<file path="config.mk">
export PLATFORM = sky130hd
export DESIGN_NAME = cpo_clock_pin_ctrl
export DESIGN_NICKNAME = d
export VERILOG_FILES = /design/src/common/cpo_pkg.sv /design/src/hw/cpo_sync.sv /design/src/hw/cpo_wb_slave.sv /design/src/hw/cpo_clock_pin_ctrl.sv
export VERILOG_INCLUDE_DIRS = /design/src /design/src/common
export SDC_FILE = /design/constraint.sdc
export NUM_CORES = 1
export LEC_CHECK = 0
export BUFFER_PORTS_ARGS = -buffer_cell sky130_fd_sc_hd__buf_2
export CAP_MARGIN = 10
export CELL_PAD_IN_SITES_DETAIL_PLACEMENT = 1
export CELL_PAD_IN_SITES_GLOBAL_PLACEMENT = 1
export CORE_AREA = 3 3 68 85
export DETAILED_ROUTE_END_ITERATION = 8
export DIE_AREA = 0 0 71 88
export PLACE_DENSITY_LB_ADDON = 0.1
export SYNTH_ARGS = -nofsm -noshare
export SYNTH_HDL_FRONTEND = slang
export SYNTH_SLANG_ARGS = --single-unit
export TNS_END_PERCENT = 50
</file>
<file path="constraint.sdc">
create_clock -name clock -period 4.3 [get_ports clock]
set_clock_uncertainty 0.05 [all_clocks]
set_input_delay 0.43 -clock clock [delete_from_list [all_inputs] [get_ports clock]]
set_output_delay 0.43 -clock clock [all_outputs]
set_load 0.005 [all_outputs]
</file>
<file path="src/common/cpo_defs.svh">
/*
  Register offsets, field positions, reset values and divider counts
  for the clock pin controller.
  Assumes byte addresses on a 32-bit Wishbone bus, one register a word.
*/
`ifndef CPO_DEFS_SVH
`define CPO_DEFS_SVH

`define CPO_ADR_W         6
`define CPO_IDX_XCFG      4'h0
`define CPO_IDX_CCTL      4'h1
`define CPO_IDX_MUX       4'h2
`define CPO_IDX_STAT      4'h3

`define CPO_DIV_LSB       0
`define CPO_DIV_MSB       1
`define CPO_PINSEL_BIT    6
`define CPO_XIN_OFF_BIT   13
`define CPO_XTAL_OFF_BIT  14
`define CPO_MUX18_BIT     0

`define CPO_XCFG_MASK     32'h0000_0043
`define CPO_CCTL_MASK     32'h0000_6000
`define CPO_MUX_MASK      32'h0000_0001
`define CPO_XCFG_RST      32'h0000_0000
`define CPO_CCTL_RST      32'h0000_0000
`define CPO_MUX_RST       32'h0000_0000

`define CPO_HALF_FULL     2'h0
`define CPO_HALF_HALF     2'h1
`define CPO_HALF_QUARTER  2'h3

`define CPO_ST_MODE_LSB   0
`define CPO_ST_CLK_BIT    2
`define CPO_ST_P19_BIT    3
`define CPO_ST_P38_BIT    4
`define CPO_ST_EXT_BIT    5

`endif

</file>
<file path="src/common/cpo_pkg.sv">
/*
  Types shared by the clock pin controller files.
  Assumes cpo_defs.svh for all numeric constants.
*/
package cpo_pkg;

  // Encoding follows the divide field values 0..3 in order
  typedef enum logic [1:0] {
    CPO_DIV_QUARTER,
    CPO_DIV_HALF,
    CPO_DIV_FULL,
    CPO_DIV_OFF
  } cpo_div_e;

  typedef enum logic {
    CPO_BUS_IDLE,
    CPO_BUS_ACK
  } cpo_bus_e;

  typedef struct packed {
    logic [3:0]  idx;
    logic [31:0] data;
    logic [3:0]  sel;
  } cpo_wr_s;

endpackage

</file>
<file path="src/hw/cpo_sync.sv">
/*
  Two flip-flop synchroniser for pin levels.
  Assumes inputs are asynchronous to clock; only the second stage is read.
*/
`timescale 1ns/1ps
module cpo_sync
  import cpo_pkg::*;
#(
  parameter int W = 1
)
(
  input  wire logic         clock,
  input  wire logic         rst_n,
  input  wire logic [W-1:0] async_in,
  output logic      [W-1:0] sync_out
);

  logic [W-1:0] meta_reg;
  logic [W-1:0] meta_next;
  logic [W-1:0] sync_reg;
  logic [W-1:0] sync_next;

  always_comb
  begin
    meta_next = async_in;
    sync_next = meta_reg;
  end

  always_ff @(posedge clock or negedge rst_n)
  begin
    if (!rst_n)
    begin
      meta_reg <= '0;
      sync_reg <= '0;
    end
    else
    begin
      meta_reg <= meta_next;
      sync_reg <= sync_next;
    end
  end

  assign sync_out = sync_reg;

endmodule

</file>
<file path="src/hw/cpo_wb_slave.sv">
/*
  Classic Wishbone slave front end: one wait state, ack for one cycle.
  Assumes the master holds a request until ack and drops it afterwards.
  Read data comes combinationally from the owner of the registers.
*/
`timescale 1ns/1ps
`include "cpo_defs.svh"
module cpo_wb_slave
  import cpo_pkg::*;
(
  input  wire logic                   clock,
  input  wire logic                   rst_n,
  input  wire logic                   wb_cyc_i,
  input  wire logic                   wb_stb_i,
  input  wire logic                   wb_we_i,
  input  wire logic [`CPO_ADR_W-1:0]  wb_adr_i,
  input  wire logic [3:0]             wb_sel_i,
  input  wire logic [31:0]            wb_dat_i,
  output logic      [31:0]            wb_dat_o,
  output logic                        wb_ack_o,
  output logic      [3:0]             rd_idx,
  input  wire logic [31:0]            rd_data,
  output logic                        wr_valid,
  output cpo_wr_s                     wr
);

  cpo_bus_e    state_reg;
  cpo_bus_e    state_next;
  logic        ack_reg;
  logic        ack_next;
  logic [31:0] dat_reg;
  logic [31:0] dat_next;
  logic        wrv_reg;
  logic        wrv_next;
  cpo_wr_s     wr_reg;
  cpo_wr_s     wr_next;

  assign rd_idx = wb_adr_i[5:2];

  always_comb
  begin
    state_next = state_reg;
    ack_next   = 1'b0;
    dat_next   = dat_reg;
    wrv_next   = 1'b0;
    wr_next    = wr_reg;
    case (state_reg)
      CPO_BUS_IDLE:
        if (wb_cyc_i && wb_stb_i)
        begin
          state_next = CPO_BUS_ACK;
          ack_next   = 1'b1;
          dat_next   = wb_we_i ? 32'h0000_0000 : rd_data;
          wrv_next   = wb_we_i;
          wr_next    = '{idx: wb_adr_i[5:2], data: wb_dat_i, sel: wb_sel_i};
        end
      CPO_BUS_ACK:
        state_next = CPO_BUS_IDLE;
      default:
        state_next = CPO_BUS_IDLE;
    endcase
  end

  always_ff @(posedge clock or negedge rst_n)
  begin
    if (!rst_n)
    begin
      state_reg <= CPO_BUS_IDLE;
      ack_reg   <= 1'b0;
      dat_reg   <= 32'h0000_0000;
      wrv_reg   <= 1'b0;
      wr_reg    <= '0;
    end
    else
    begin
      state_reg <= state_next;
      ack_reg   <= ack_next;
      dat_reg   <= dat_next;
      wrv_reg   <= wrv_next;
      wr_reg    <= wr_next;
    end
  end

  assign wb_ack_o = ack_reg;
  assign wb_dat_o = dat_reg;
  assign wr_valid = wrv_reg;
  assign wr       = wr_reg;

endmodule

</file>
<file path="src/hw/cpo_clock_pin_ctrl.sv">
/*
  Clock pin controller: external clock pin selection, crystal and
  external-input enables, and a divided clock driven onto shared pin 18.
  Assumes clock is twice the system clock rate, so that a flip-flop can
  reproduce the system clock itself; software reaches the registers over
  classic Wishbone. Pin inputs are asynchronous and are synchronised here.
*/
// Our own choices: register access over Wishbone and the register addresses.
`timescale 1ns/1ps
`include "cpo_defs.svh"
module cpo_clock_pin_ctrl
  import cpo_pkg::*;
(
  input  wire logic                   clock,
  input  wire logic                   rst_n,
  input  wire logic                   wb_cyc_i,
  input  wire logic                   wb_stb_i,
  input  wire logic                   wb_we_i,
  input  wire logic [`CPO_ADR_W-1:0]  wb_adr_i,
  input  wire logic [3:0]             wb_sel_i,
  input  wire logic [31:0]            wb_dat_i,
  output logic      [31:0]            wb_dat_o,
  output logic                        wb_ack_o,
  input  wire logic                   shared_pin_19_in,
  input  wire logic                   shared_pin_38_in,
  output logic                        shared_pin_18_out,
  output logic                        shared_pin_18_oe,
  output logic                        external_oscillator_input,
  output logic                        crystal_osc_enable
);

  // Byte-lane merge, used for every writable register
  function automatic logic [31:0] lane_merge(
    input logic [31:0] old_v,
    input logic [31:0] new_v,
    input logic [3:0]  sel,
    input logic [31:0] mask
  );
    logic [31:0] res;
    res = old_v;
    for (int b = 0; b < 4; b++)
    begin
      if (sel[b])
      begin
        res[b*8 +: 8] = new_v[b*8 +: 8];
      end
    end
    return res & mask;
  endfunction

  // Half period of the pin clock, in clock cycles minus one
  function automatic logic [1:0] half_count(input cpo_div_e mode);
    logic [1:0] h;
    case (mode)
      CPO_DIV_FULL:    h = `CPO_HALF_FULL;
      CPO_DIV_HALF:    h = `CPO_HALF_HALF;
      CPO_DIV_QUARTER: h = `CPO_HALF_QUARTER;
      default:         h = `CPO_HALF_QUARTER;
    endcase
    return h;
  endfunction

  // Bus front end
  logic [3:0]  rd_idx;
  logic [31:0] rd_data;
  logic        wr_valid;
  cpo_wr_s     wr;

  cpo_wb_slave u_bus (
    .clock    (clock),
    .rst_n    (rst_n),
    .wb_cyc_i (wb_cyc_i),
    .wb_stb_i (wb_stb_i),
    .wb_we_i  (wb_we_i),
    .wb_adr_i (wb_adr_i),
    .wb_sel_i (wb_sel_i),
    .wb_dat_i (wb_dat_i),
    .wb_dat_o (wb_dat_o),
    .wb_ack_o (wb_ack_o),
    .rd_idx   (rd_idx),
    .rd_data  (rd_data),
    .wr_valid (wr_valid),
    .wr       (wr)
  );

  // Pin synchronisers
  logic [1:0] pins_sync;

  cpo_sync #(
    .W (2)
  ) u_sync (
    .clock    (clock),
    .rst_n    (rst_n),
    .async_in ({shared_pin_38_in, shared_pin_19_in}),
    .sync_out (pins_sync)
  );

  logic pin19_s;
  logic pin38_s;

  assign pin19_s = pins_sync[0];
  assign pin38_s = pins_sync[1];

  // Register file
  logic [31:0] xcfg_reg;
  logic [31:0] xcfg_next;
  logic [31:0] cctl_reg;
  logic [31:0] cctl_next;
  logic [31:0] mux_reg;
  logic [31:0] mux_next;

  always_comb
  begin
    xcfg_next = xcfg_reg;
    cctl_next = cctl_reg;
    mux_next  = mux_reg;
    if (wr_valid)
    begin
      case (wr.idx)
        `CPO_IDX_XCFG:
          xcfg_next = lane_merge(xcfg_reg, wr.data, wr.sel, `CPO_XCFG_MASK);
        `CPO_IDX_CCTL:
          cctl_next = lane_merge(cctl_reg, wr.data, wr.sel, `CPO_CCTL_MASK);
        `CPO_IDX_MUX:
          mux_next  = lane_merge(mux_reg, wr.data, wr.sel, `CPO_MUX_MASK);
        default:
          xcfg_next = xcfg_reg;
      endcase
    end
  end

  always_ff @(posedge clock or negedge rst_n)
  begin
    if (!rst_n)
    begin
      xcfg_reg <= `CPO_XCFG_RST;
      cctl_reg <= `CPO_CCTL_RST;
      mux_reg  <= `CPO_MUX_RST;
    end
    else
    begin
      xcfg_reg <= xcfg_next;
      cctl_reg <= cctl_next;
      mux_reg  <= mux_next;
    end
  end

  cpo_div_e div_field;
  logic     pin_select;
  logic     xin_off;
  logic     xtal_off;
  logic     mux18_clk;

  assign div_field  = cpo_div_e'(xcfg_reg[`CPO_DIV_MSB:`CPO_DIV_LSB]);
  assign pin_select = xcfg_reg[`CPO_PINSEL_BIT];
  assign xin_off    = cctl_reg[`CPO_XIN_OFF_BIT];
  assign xtal_off   = cctl_reg[`CPO_XTAL_OFF_BIT];
  assign mux18_clk  = mux_reg[`CPO_MUX18_BIT];

  // Divider. A change of divide field restarts the phase with the clock low,
  // so a high phase in progress can be cut short to a single clock cycle.
  cpo_div_e   mode_reg;
  cpo_div_e   mode_next;
  logic [1:0] cnt_reg;
  logic [1:0] cnt_next;
  logic       div_clk_reg;
  logic       div_clk_next;

  always_comb
  begin
    mode_next    = div_field;
    cnt_next     = cnt_reg;
    div_clk_next = div_clk_reg;
    if (div_field != mode_reg || div_field == CPO_DIV_OFF)
    begin
      cnt_next     = 2'h0;
      div_clk_next = 1'b0;
    end
    else if (cnt_reg >= half_count(mode_reg))
    begin
      cnt_next     = 2'h0;
      div_clk_next = ~div_clk_reg;
    end
    else
    begin
      cnt_next = cnt_reg + 2'h1;
    end
  end

  always_ff @(posedge clock or negedge rst_n)
  begin
    if (!rst_n)
    begin
      mode_reg    <= CPO_DIV_QUARTER;
      cnt_reg     <= 2'h0;
      div_clk_reg <= 1'b0;
    end
    else
    begin
      mode_reg    <= mode_next;
      cnt_reg     <= cnt_next;
      div_clk_reg <= div_clk_next;
    end
  end

  // Pin stage. Pin 18 is left undriven unless its mux selects the clock,
  // since other functions of that pin live outside this block.
  logic pin18_out_reg;
  logic pin18_out_next;
  logic pin18_oe_reg;
  logic pin18_oe_next;
  logic ext_in_reg;
  logic ext_in_next;
  logic xtal_en_reg;
  logic xtal_en_next;

  always_comb
  begin
    pin18_oe_next  = mux18_clk;
    pin18_out_next = mux18_clk & div_clk_reg;
    // Select 0 is pin 38, the reset default
    ext_in_next    = ~xin_off & (pin_select ? pin19_s : pin38_s);
    // Disabling the crystal also serves as the debug-time escape
    xtal_en_next   = ~xtal_off;
  end

  always_ff @(posedge clock or negedge rst_n)
  begin
    if (!rst_n)
    begin
      pin18_out_reg <= 1'b0;
      pin18_oe_reg  <= 1'b0;
      ext_in_reg    <= 1'b0;
      xtal_en_reg   <= 1'b1;
    end
    else
    begin
      pin18_out_reg <= pin18_out_next;
      pin18_oe_reg  <= pin18_oe_next;
      ext_in_reg    <= ext_in_next;
      xtal_en_reg   <= xtal_en_next;
    end
  end

  assign shared_pin_18_out         = pin18_out_reg;
  assign shared_pin_18_oe          = pin18_oe_reg;
  assign external_oscillator_input = ext_in_reg;
  assign crystal_osc_enable        = xtal_en_reg;

  // Read side. Unmapped words read as zero and ignore writes.
  logic [31:0] status;

  always_comb
  begin
    status = 32'h0000_0000;
    status[`CPO_ST_MODE_LSB +: 2] = mode_reg;
    status[`CPO_ST_CLK_BIT]       = div_clk_reg;
    status[`CPO_ST_P19_BIT]       = pin19_s;
    status[`CPO_ST_P38_BIT]       = pin38_s;
    status[`CPO_ST_EXT_BIT]       = ext_in_reg;
  end

  always_comb
  begin
    case (rd_idx)
      `CPO_IDX_XCFG: rd_data = xcfg_reg;
      `CPO_IDX_CCTL: rd_data = cctl_reg;
      `CPO_IDX_MUX:  rd_data = mux_reg;
      `CPO_IDX_STAT: rd_data = status;
      default:       rd_data = 32'h0000_0000;
    endcase
  end

endmodule

</file>
======== Word-level counts from Yosys, hierarchy flattened ========
Cells that the tools add are included.
operators by class
  equal/unequal tests ..................... 9
  bitwise logic cells ..................... 6
  reduce and logical (&&, ||, !) cells .... 9
  muxes and demuxes ....................... 14
  order comparisons ....................... 1
  add/sub/neg operators ................... 1
operators by type and width
  kind                   count
  $pmux W15 S4           1
  $mux W15               1
  $eq A4 B2 Y1 const B   3
  $reduce_and A3 Y1      3
  $eq A4 B1 Y1 const B   2
  $logic_not A4 Y1       2
  $mux W1                7
  $mux W2                3
  $eq A2 B2 Y1 const B   2
  $not A1 Y1             4
  $pmux W2 S2            1
  $add A2 B1 Y2 const B  1
  $and A1 B1 Y1          2
  $eq A2 B1 Y1 const B   1
  $ge A2 B2 Y1           1
  $ne A2 B2 Y1           1
  $pmux W1 S2            1
  $reduce_and A2 Y1      1
  $reduce_bool A2 Y1     1
  $logic_and A1 B1 Y1    1
  $logic_or A1 B1 Y1     1
word-level totals
  input bits .............................. 49
  output and inout port bits .............. 37
  register bits after elaboration ......... 75
  logic and storage cells ................. 59

======== Depth between registers and ports, before layout ========
Gate-level depths: netlist (run 1).
  depth after elaboration ................. 6
  mapped depth ............................ 8
  mapped depth without buffers ............ 8

======== Cells and area by module ========
Synthesis (run 1) repeated with hierarchy kept, for this count alone.
second synthesis, totals
  cell total of the unflattened synthesis .. 267
  area total of the unflattened synthesis .. 4115.2 um^2
modules (own cells, without submodules)
  module              area each (um^2)  cells each  times used
  cpo_wb_slave        3248.1            195         1
  cpo_clock_pin_ctrl  767.0             68          1
  cpo_sync            100.1             4           1

======== Least setup slack after synthesis (run 1) ========
Ideal clock, no wire load.
  path type ............................... register to register
  from .................................... register mode_reg[0]
  to ...................................... register div_clk_reg
  buffers on the path ..................... 0
  required time ........................... 4.185 ns
  clock period less this slack ............ 1.533 ns
  cell stages (with the launch flop) ...... 9
  data arrival time ....................... 1.418 ns
  path slack .............................. 2.767 ns
  cell sequence ........................... dfrtp_1 > inv_1 > ha_1 > inv_1 > ha_1 > nand2b_1 > a21oi_1 > xnor2_1 > o21a_1
on the way
  word-level cells in the longest chain between the ends .. 5
  elaborated cells between the ends (all ways) .. 9
  those cells by class .................... order compare (1); eq/ne (3); mux (3); reduce/logical (2)
ends and longest elaborated chain
  element                                       line                       source
  start, declared                               cpo_clock_pin_ctrl.sv:162  cpo_div_e mode_reg;
  start signal, assigned                        cpo_clock_pin_ctrl.sv:200  mode_reg <= mode_next;
  $eq A2 B1 Y1 or $eq A2 B2 Y1 (tied branches)  cpo_clock_pin_ctrl.sv:54   case (mode)
  $pmux W2 S2                                   cpo_clock_pin_ctrl.sv:54
  $mux W2                                       cpo_clock_pin_ctrl.sv:174  if (div_field != mode_reg || div_field == CPO_DIV_OFF)
  $ge A2 B2 Y1                                  cpo_clock_pin_ctrl.sv:179  else if (cnt_reg >= half_count(mode_reg))
  $reduce_bool A2 Y1 (no source line)           --
  end signal, assigned                          cpo_clock_pin_ctrl.sv:202  div_clk_reg <= div_clk_next;
  end, declared                                 cpo_clock_pin_ctrl.sv:166  logic div_clk_reg;
Parallel ways exist; a longest one is shown, timed or not. The select of a mux whose other input is x is not followed.
A chain may end at the register's enable or synchronous reset.

==> impl_metrics.ini, run 1 <==
[grt]
grt_antenna_before_repair = 0
grt_start_max_net_pins = 42
grt_overflow = 0
grt_pass1_vias = 1265
grt_pass1_wl_um = 6130
grt_use_total = 0.127

[routing]
met1_length_um = 1470
ant_nets = 0
drc = 0
drt_wl_total_um = 3580
first_pass_iters = 4
wl_met3_um = 158
vias_per_cell = 4.44
wl_met2_um = 1900
wl_per_cell_um = 13.4
via_count = 1185
highest_layer = met4
drt-initial-drc-count = 26

[synthesis]
synth-edff-count = 0
synth_top_cell_by_area = dfrtp_1
synth_top_cell_area_share = 0.560
synth.avg_cell_area_um2 = 10.5
synthTopCellsByArea = dfrtp_1 (56%), nand2_1 (10%), buf_4 (9.7%)
synthSimpleGateAreaFrac = 0.178
synth-compound-area-share = 0.0497
synth-xor-area-share = 0.0147
synthArstFlopShare = 1.00
seq_area_frac_synth = 0.575
yosysUniqueCellTypes = 31
syn_area_mm2 = 0.00179
synth_top_family_by_area = simple AND/OR/NAND/NOR gates
synthMuxAreaShare = 0.0434
ys.flop_type = dfrtp_1
syn_inst = 171
synthAdderAreaFrac = 0.0210
synth_seq_cells = 41
yosys_warnings = 0

[floorplan]
die_w_um = 71
rows = 29
core-area_mm2 = 0.00508
dieArea_mm2 = 0.00625
die_h_um = 88
ios = 86
initial_core_util = 0.352

[cts]
root_buffer = clkbuf_8
clockBufferDepth = 2
h-tree-depth = 2
insertion_delay_ns = 0.29
numCtsBuffers = 5
postCtsHoldBufs = 0
cts_setup_buffers = 0
clock-sinks = 41
cts_resized = 0
path_clk_slew_ns = 0.07
tritoncts = built

[finish]
largest_reg_flops = 11
mostFrequentLayoutCell = nand2_1
nFillCells = 617
nets = 257
fin_area_mm2 = 0.00200
layout_common_cells = nand2_1 (49), dfrtp_1 (40), buf_2 (31)
area_growth_pct = 12.1
diodes = 0
drive_gt1_frac = 0.239

[sta]
max_freq_mhz = 558
hold_ws_ns = 0.199
rsz0062_at_grt = no
period_needed_ns = 1.79
tns_ns = 0
hold_violations = 0
slew_violations = 0
relSlewSlack = 0.393
finalSetupViolCount = 0
fin_crit_sh = 0.417
tightest_slew_ns = 0.910

[setup_path]
path_class = reg -> reg
path_buf_inv = 1
endpoint_kind = flop
cp_slowest_cell = dfrtp_1
cpPeakStageDelay_ns = 0.39
required_ns = 4.48
cp-start-kind = flop
critPathMaxFanout = 21
worstRegToRegCells = 5
r2r_slack_ns = 2.51
cp.depth = 5
path_cells = nand3b_4 > inv_2 > nand2_1 > nor3b_2 > a22o_1
path_delay_family = simple AND/OR/NAND/NOR gates
cp.arrival_ns = 1.97

[flow_run]
maxCapViolCount = 0

[place]
hpwl_um = 2650
globalplace.congestion = 0.725
numPortBuffers = 31
place_area_mm2 = 0.00192

[power]
power.leakage_nw = 1.07
p_per_area_mw_per_mm2 = 437
ir_drop_mv = 0.134

[hold_path]
whs_path_depth = 1
hold_class = in -> reg

[status]
status = finished clean
kinds of logic (layout without fill, tap and decap cells):
family / Yosys count / in the layout
adders and majority gates: 3 / 3
muxes: 7 / 7
AOI/OAI and AO/OA: 15 / 15
xor gates and xnor gates: 3 / 3
buffers and inverters: 32 / 44
and+or+nand+nor: 69 / 69
DFF: 41 / 41
other: 1 / 23
final cells by class:
type / instances / area [µm²] / share of cell area
flip-flops and latches: 41 / 1030 / 0.512
clock buffers: 7 / 86.3 / 0.0431
well taps: 62 / 77.6 / 0.0387
multi-input cells: 120 / 636 / 0.317
repair buffers: 31 / 155 / 0.0774
inverters: 6 / 22.5 / 0.0112
report_power, final:
part	switching, mW	internal, mW
combinational	0.0777	0.0696
clock	0.125	0.127
sequential	0.0395	0.437
total	0.242	0.634
path summary, 6_finish.rpt:
| kind | startpoint | endpoint |
|---|---|---|
| min in group asynchronous | rst_n | cnt_reg[1]$_DFF_PN0_ |
| max in group asynchronous | rst_n | u_bus.wb_dat_o[4]$_DFFE_PN0P_ |
| worst max register to register | u_bus.wb_ack_o$_DFF_PN0_ | u_bus.wb_dat_o[13]$_DFFE_PN0P_ |
| worst min register to register | u_sync.meta_reg[1]$_DFF_PN0_ | u_sync.sync_out[1]$_DFF_PN0_ |
| worst max-delay path | u_bus.wb_ack_o$_DFF_PN0_ | u_bus.wb_dat_o[13]$_DFFE_PN0P_ |
| worst min-delay path | shared_pin_19_in | u_sync.meta_reg[0]$_DFF_PN0_ |
worst reg2reg max path, cell delays in order, from the launching register on:
cell,delay (ns)
dfrtp_1,0.39
nand3b_4,0.32
inv_2,0.35
nand2_1,0.17
nor3b_2,0.29
a22o_1,0.16
cell usage after synthesis (2+ instances only):
master	count
clkbuf_1	2
buf_4	23
nand2_1	49
nor2_1	6
inv_1	5
ha_1	3
mux2_2	6
a22o_1	2
o21ai_0	9
nor3_1	3
and2_1	2
dfrtp_1	40
xnor2_1	2
a21oi_1	2
metrics by stage:
stage / std cells / util / setup WS [ns] / power, mW
finish: 267 / 0.395 / 2.51 / 0.876
global placement: 260 / 0.378 / 2.39 / 0.628
detailed placement: 260 / 0.378 / 2.36 / 0.637
CTS: 267 / 0.395 / 2.42 / 0.895
global route: 267 / 0.395 / 2.27 / 0.939
floorplan: 193 / - / 2.77 / 0.595
per-layer routing:
layer | GRT usage | vias to the layer above
li1 | - | 566
met1 | 0.148 | 584
met2 | 0.224 | 29
met3 | 0.0333 | 6
met4 | 0.0462 | 0
met5 | 0 | -
Power figures use the tool's default switching activity.
==> inputs of run 2 (changes only) <==
Settings changed: CORE_AREA 3 3 68 85 to 3 3 70 89, DIE_AREA 0 0 71 88 to 0 0 73 92.
Clock period 4.3 ns to 1.7 ns, I/O delays scaled along.
==> impl_metrics.ini, run 2 (synthesis results as in run 1) <==
[status]
status = finished clean

[finish]
largest_reg_flops = 11
layoutNonFillerInstCount = 277
nets = 264
layout_common_cells = nand2_1 (49), dfrtp_1 (40), buf_2 (31)
mostFrequentLayoutCell = nand2_1
drive_gt1_frac = 0.263
area_growth_pct = 19.2
diodes = 0
fin_area_mm2 = 0.00213

[routing]
via_count = 1208
drt-initial-drc-count = 16
ant_nets = 0
wl_per_cell_um = 13.2
first_pass_iters = 3
vias_per_cell = 4.36
drt_wl_total_um = 3660
drc = 0

[setup_path]
path_class = reg -> reg
path_buf_inv = 2
required_ns = 1.88
critPathMaxFanout = 2
path_cells = inv_1 > ha_1 > inv_1 > ha_1 > nand2b_1 > a21oi_2 > xnor2_1 > o21a_1
cp-start-kind = flop
cp_slowest_cell = dfrtp_1
cp.arrival_ns = 1.75
path_delay_family = adder cells
endpoint_kind = flop
cpPeakStageDelay_ns = 0.38

[place]
place_area_mm2 = 0.00196
dp_cells = 266
globalplace.congestion = 0.749
hpwl_um = 2770
numPortBuffers = 31

[cts]
clock-sinks = 41
clockBufferDepth = 2
path_clk_slew_ns = 0.08
numCtsBuffers = 5
tritoncts = built
cts_setup_buffers = 0
h-tree-depth = 2
root_buffer = clkbuf_8
insertion_delay_ns = 0.29

[sta]
max_freq_mhz = 640
finalSetupViolCount = 0
tns_ns = 0
hold_violations = 0
fin_crit_sh = 0.919
slew_violations = 0
period_needed_ns = 1.56
hold_ws_ns = 0.0196
rsz0062_at_grt = no

[hold_path]
hold_class = in -> reg

[floorplan]
core-area_mm2 = 0.00544
ios = 86
rows = 30
die_h_um = 92
dieArea_mm2 = 0.00672
die_w_um = 73
initial_core_util = 0.329

[grt]
use_met2 = 0.186
grt-busiest-layer = met2
grt_pass1_wl_um = 6220
grt_overflow = 0
grt_start_max_net_pins = 24
grt_use_met3 = 0.0318
grt_pass1_vias = 1241
grt_antenna_before_repair = 0
globalRouteMet1Util = 0.155
grt_use_total = 0.120

[flow_run]
maxCapViolCount = 0

[power]
ir_drop_mv = 0.499
power.leakage_nw = 1.13
p_per_area_mw_per_mm2 = 1190
[run 2: final timing paths]
kind / cells past startpoint / endpoint / start / slack, ns
worst max-delay path: 8 / div_clk_reg$_DFFE_PN0P_ / mode_reg[0]$_DFF_PN0_ / 0.14
worst min-delay path: 3 / u_bus.wr[17]$_DFFE_PN0P_ / wb_dat_i[13] / 0.02
worst max register to register: 8 / div_clk_reg$_DFFE_PN0P_ / mode_reg[0]$_DFF_PN0_ / 0.14
worst min register to register: 0 / u_sync.sync_out[0]$_DFF_PN0_ / u_sync.meta_reg[0]$_DFF_PN0_ / 0.31
max in group asynchronous: 3 / crystal_osc_enable$_DFF_PN1_ / rst_n / 0.72
min in group asynchronous: 2 / shared_pin_18_oe$_DFF_PN0_ / rst_n / 0.32
[run 2: layout make-up]
type / count / area, µm²
timing repair buffer: 38 / 228
fill: 642 / 3310
inverter: 6 / 22.5
sequential: 41 / 1030
clock buffer: 5 / 68.8
multi-input combinational: 120 / 639
tap: 64 / 80.1
clock inverter: 3 / 65.1
[run 2: layer usage]
layer / share of wire / wire, µm
met5: 0 / 0
met4: 0.020 / 72
met3: 0.053 / 193
met2: 0.48 / 1770
met1: 0.44 / 1630
[run 2: per-stage QoR]
stage	worst slack (ns)	util	total power, mW
after floorplan	0.167	-	1.50
after global placement	0.116	0.361	1.60
after detailed placement	0.0625	0.361	1.63
after CTS	0.0454	0.391	2.57
after global routing	0.0103	0.391	2.71
final	0.138	0.391	2.54
[run 2: timing repair]
item,4_1_cts,5_1_grt
endpoints found under the hold margin,20,0
resized for setup,0,1
endpoints found under the setup margin,0,3
hold buffers,3,0
[run 2: power breakdown]
| part | leakage, nW | total, mW | internal (mW) | switching, mW |
|---|---|---|---|---|
| combinational | 0.530 | 0.417 | 0.204 | 0.213 |
| sequential | 0.532 | 1.20 | 1.10 | 0.0955 |
| clock | 0.0681 | 0.927 | 0.583 | 0.343 |
[run 2: tightest hold or removal path: stages]
cell	delay (ns)
buf_2	0.08
nand2_1	0.04
nand2_1	0.04
==> inputs of run 3 (changes only) <==
Settings changed: RECOVER_POWER set to 100.
==> impl_metrics.ini, run 3 (synthesis results as in run 1) <==
[power]
power.leakage_nw = 1.08
total_power_mw = 2.54
ir_drop_mv = 0.499
p_per_area_mw_per_mm2 = 1200

[cts]
tritoncts = built
clockBufferDepth = 2
insertion_delay_ns = 0.29
path_clk_slew_ns = 0.08
numCtsBuffers = 5
h-tree-depth = 2
root_buffer = clkbuf_8
clock-sinks = 41
cts_setup_buffers = 0

[setup_path]
path_class = reg -> reg
cp-start-kind = flop
cp.arrival_ns = 1.75
r2r_start = mode_reg[0]$_DFF_PN0_
startpoint = mode_reg[0]$_DFF_PN0_
critPathMaxFanout = 2
endpoint_kind = flop
required_ns = 1.88

[sta]
max_freq_mhz = 640
fin_crit_sh = 0.919
period_needed_ns = 1.56
relSlewSlack = 0.249
slew_violations = 0
tns_ns = 0
finalSetupViolCount = 0
hold_violations = 0
rsz0062_at_grt = no
tightest_slew_ns = 1.13

[finish]
layout_common_cells = nand2_1 (49), dfrtp_1 (40), buf_2 (24)
utilization = 0.387
diodes = 0
drive_gt1_frac = 0.221
mostFrequentLayoutCell = nand2_1
nets = 264
largest_reg_flops = 11
area_growth_pct = 17.8

[grt]
grt_antenna_before_repair = 0
grt_use_total = 0.120
grt_pass1_vias = 1241
grt_overflow = 0
grt_start_max_net_pins = 24
grt_pass1_wl_um = 6220

[routing]
ant_nets = 0
via_count = 1210
wl_per_cell_um = 13.2
vias_per_cell = 4.37
first_pass_iters = 3
drt_wl_total_um = 3660
drt-initial-drc-count = 21
drc = 0

[place]
hpwl_um = 2770
numPortBuffers = 31
globalplace.congestion = 0.749

[floorplan]
initial_core_util = 0.329
die_h_um = 92
ios = 86
rows = 30
die_w_um = 73
dieArea_mm2 = 0.00672
core-area_mm2 = 0.00544

[hold_path]
holdCritStartpoint = wb_dat_i[13]
hold_class = in -> reg

[flow_run]
maxCapViolCount = 0

[status]
status = finished clean
-- run 3: changes by cell type in the layout (fill, tap and decap cells not counted) --
cell and change:
clkbuf_2 +1, buf_2 -7, buf_1 +1, buf_4 -1, and2_0 +1, inv_2 -1
and2_1 -1, clkbuf_1 +6, nand3b_4 -1, nand3b_1 +1, clkinv_1 +1
-- run 3: where the power goes --
| part | leakage [nW] | internal, mW | switching (mW) | total, mW |
|---|---|---|---|---|
| sequential | 0.532 | 1.10 | 0.0960 | 1.20 |
| combinational | 0.482 | 0.200 | 0.211 | 0.411 |
| clock | 0.0681 | 0.583 | 0.343 | 0.927 |
-- run 3: final timing paths --
| check | slack, ns | endpoint | cells past startpoint |
|---|---|---|---|
| worst max-delay path | 0.14 | div_clk_reg$_DFFE_PN0P_ | 8 |
| worst min-delay path | 0.02 | u_bus.wr[17]$_DFFE_PN0P_ | 3 |
| worst max register to register | 0.14 | div_clk_reg$_DFFE_PN0P_ | 8 |
| worst min register to register | 0.31 | u_sync.sync_out[0]$_DFF_PN0_ | 0 |
| max in group asynchronous | 0.26 | crystal_osc_enable$_DFF_PN1_ | 3 |
| min in group asynchronous | 0.57 | shared_pin_18_oe$_DFF_PN0_ | 2 |
-- run 3: final cells by class --
class | instances | area, µm²
inverter | 6 | 22.5
clock inverter | 3 | 65.1
tap | 64 | 80.1
fill | 650 | 3340
clock buffer | 5 | 68.8
timing repair buffer | 38 | 216
sequential | 41 | 1030
multi-input combinational | 120 | 627
-- run 3: timing repair --
action,CTS,global route
hold buffers,3,0
endpoints found under the setup margin,0,3
gates resized for setup,0,1
hold endpoints to repair,20,0
-- run 3: metrics by stage --
| stage | hold slack, ns | cell area, µm² | setup WS [ns] | instances |
|---|---|---|---|---|
| floorplan | -0.176 | 1870 | 0.167 | 193 |
| global placement | 0.104 | 1960 | 0.116 | 266 |
| detailed placement | 0.106 | 1960 | 0.0625 | 266 |
| CTS | 0.00842 | 2130 | 0.0454 | 277 |
| global route | 0.0123 | 2110 | 0.0103 | 277 |
| finish | 0.0192 | 2110 | 0.138 | 277 |
-- run 3: layer usage --
| layer | GRT usage | part of all wire | up-vias |
|---|---|---|---|
| met5 | 0 | 0 | - |
| met4 | 0.0508 | 0.020 | 0 |
| met3 | 0.0318 | 0.053 | 7 |
| met2 | 0.186 | 0.48 | 34 |
| met1 | 0.155 | 0.44 | 582 |
| li1 | - | - | 587 |
-- run 3: critical path: stages (launching register included) --
cell and delay, ns:
dfrtp_1 0.38, inv_1 0.06, ha_1 0.15, inv_1 0.05
ha_1 0.25, nand2b_1 0.15, a21oi_2 0.15, xnor2_1 0.13
o21a_1 0.13
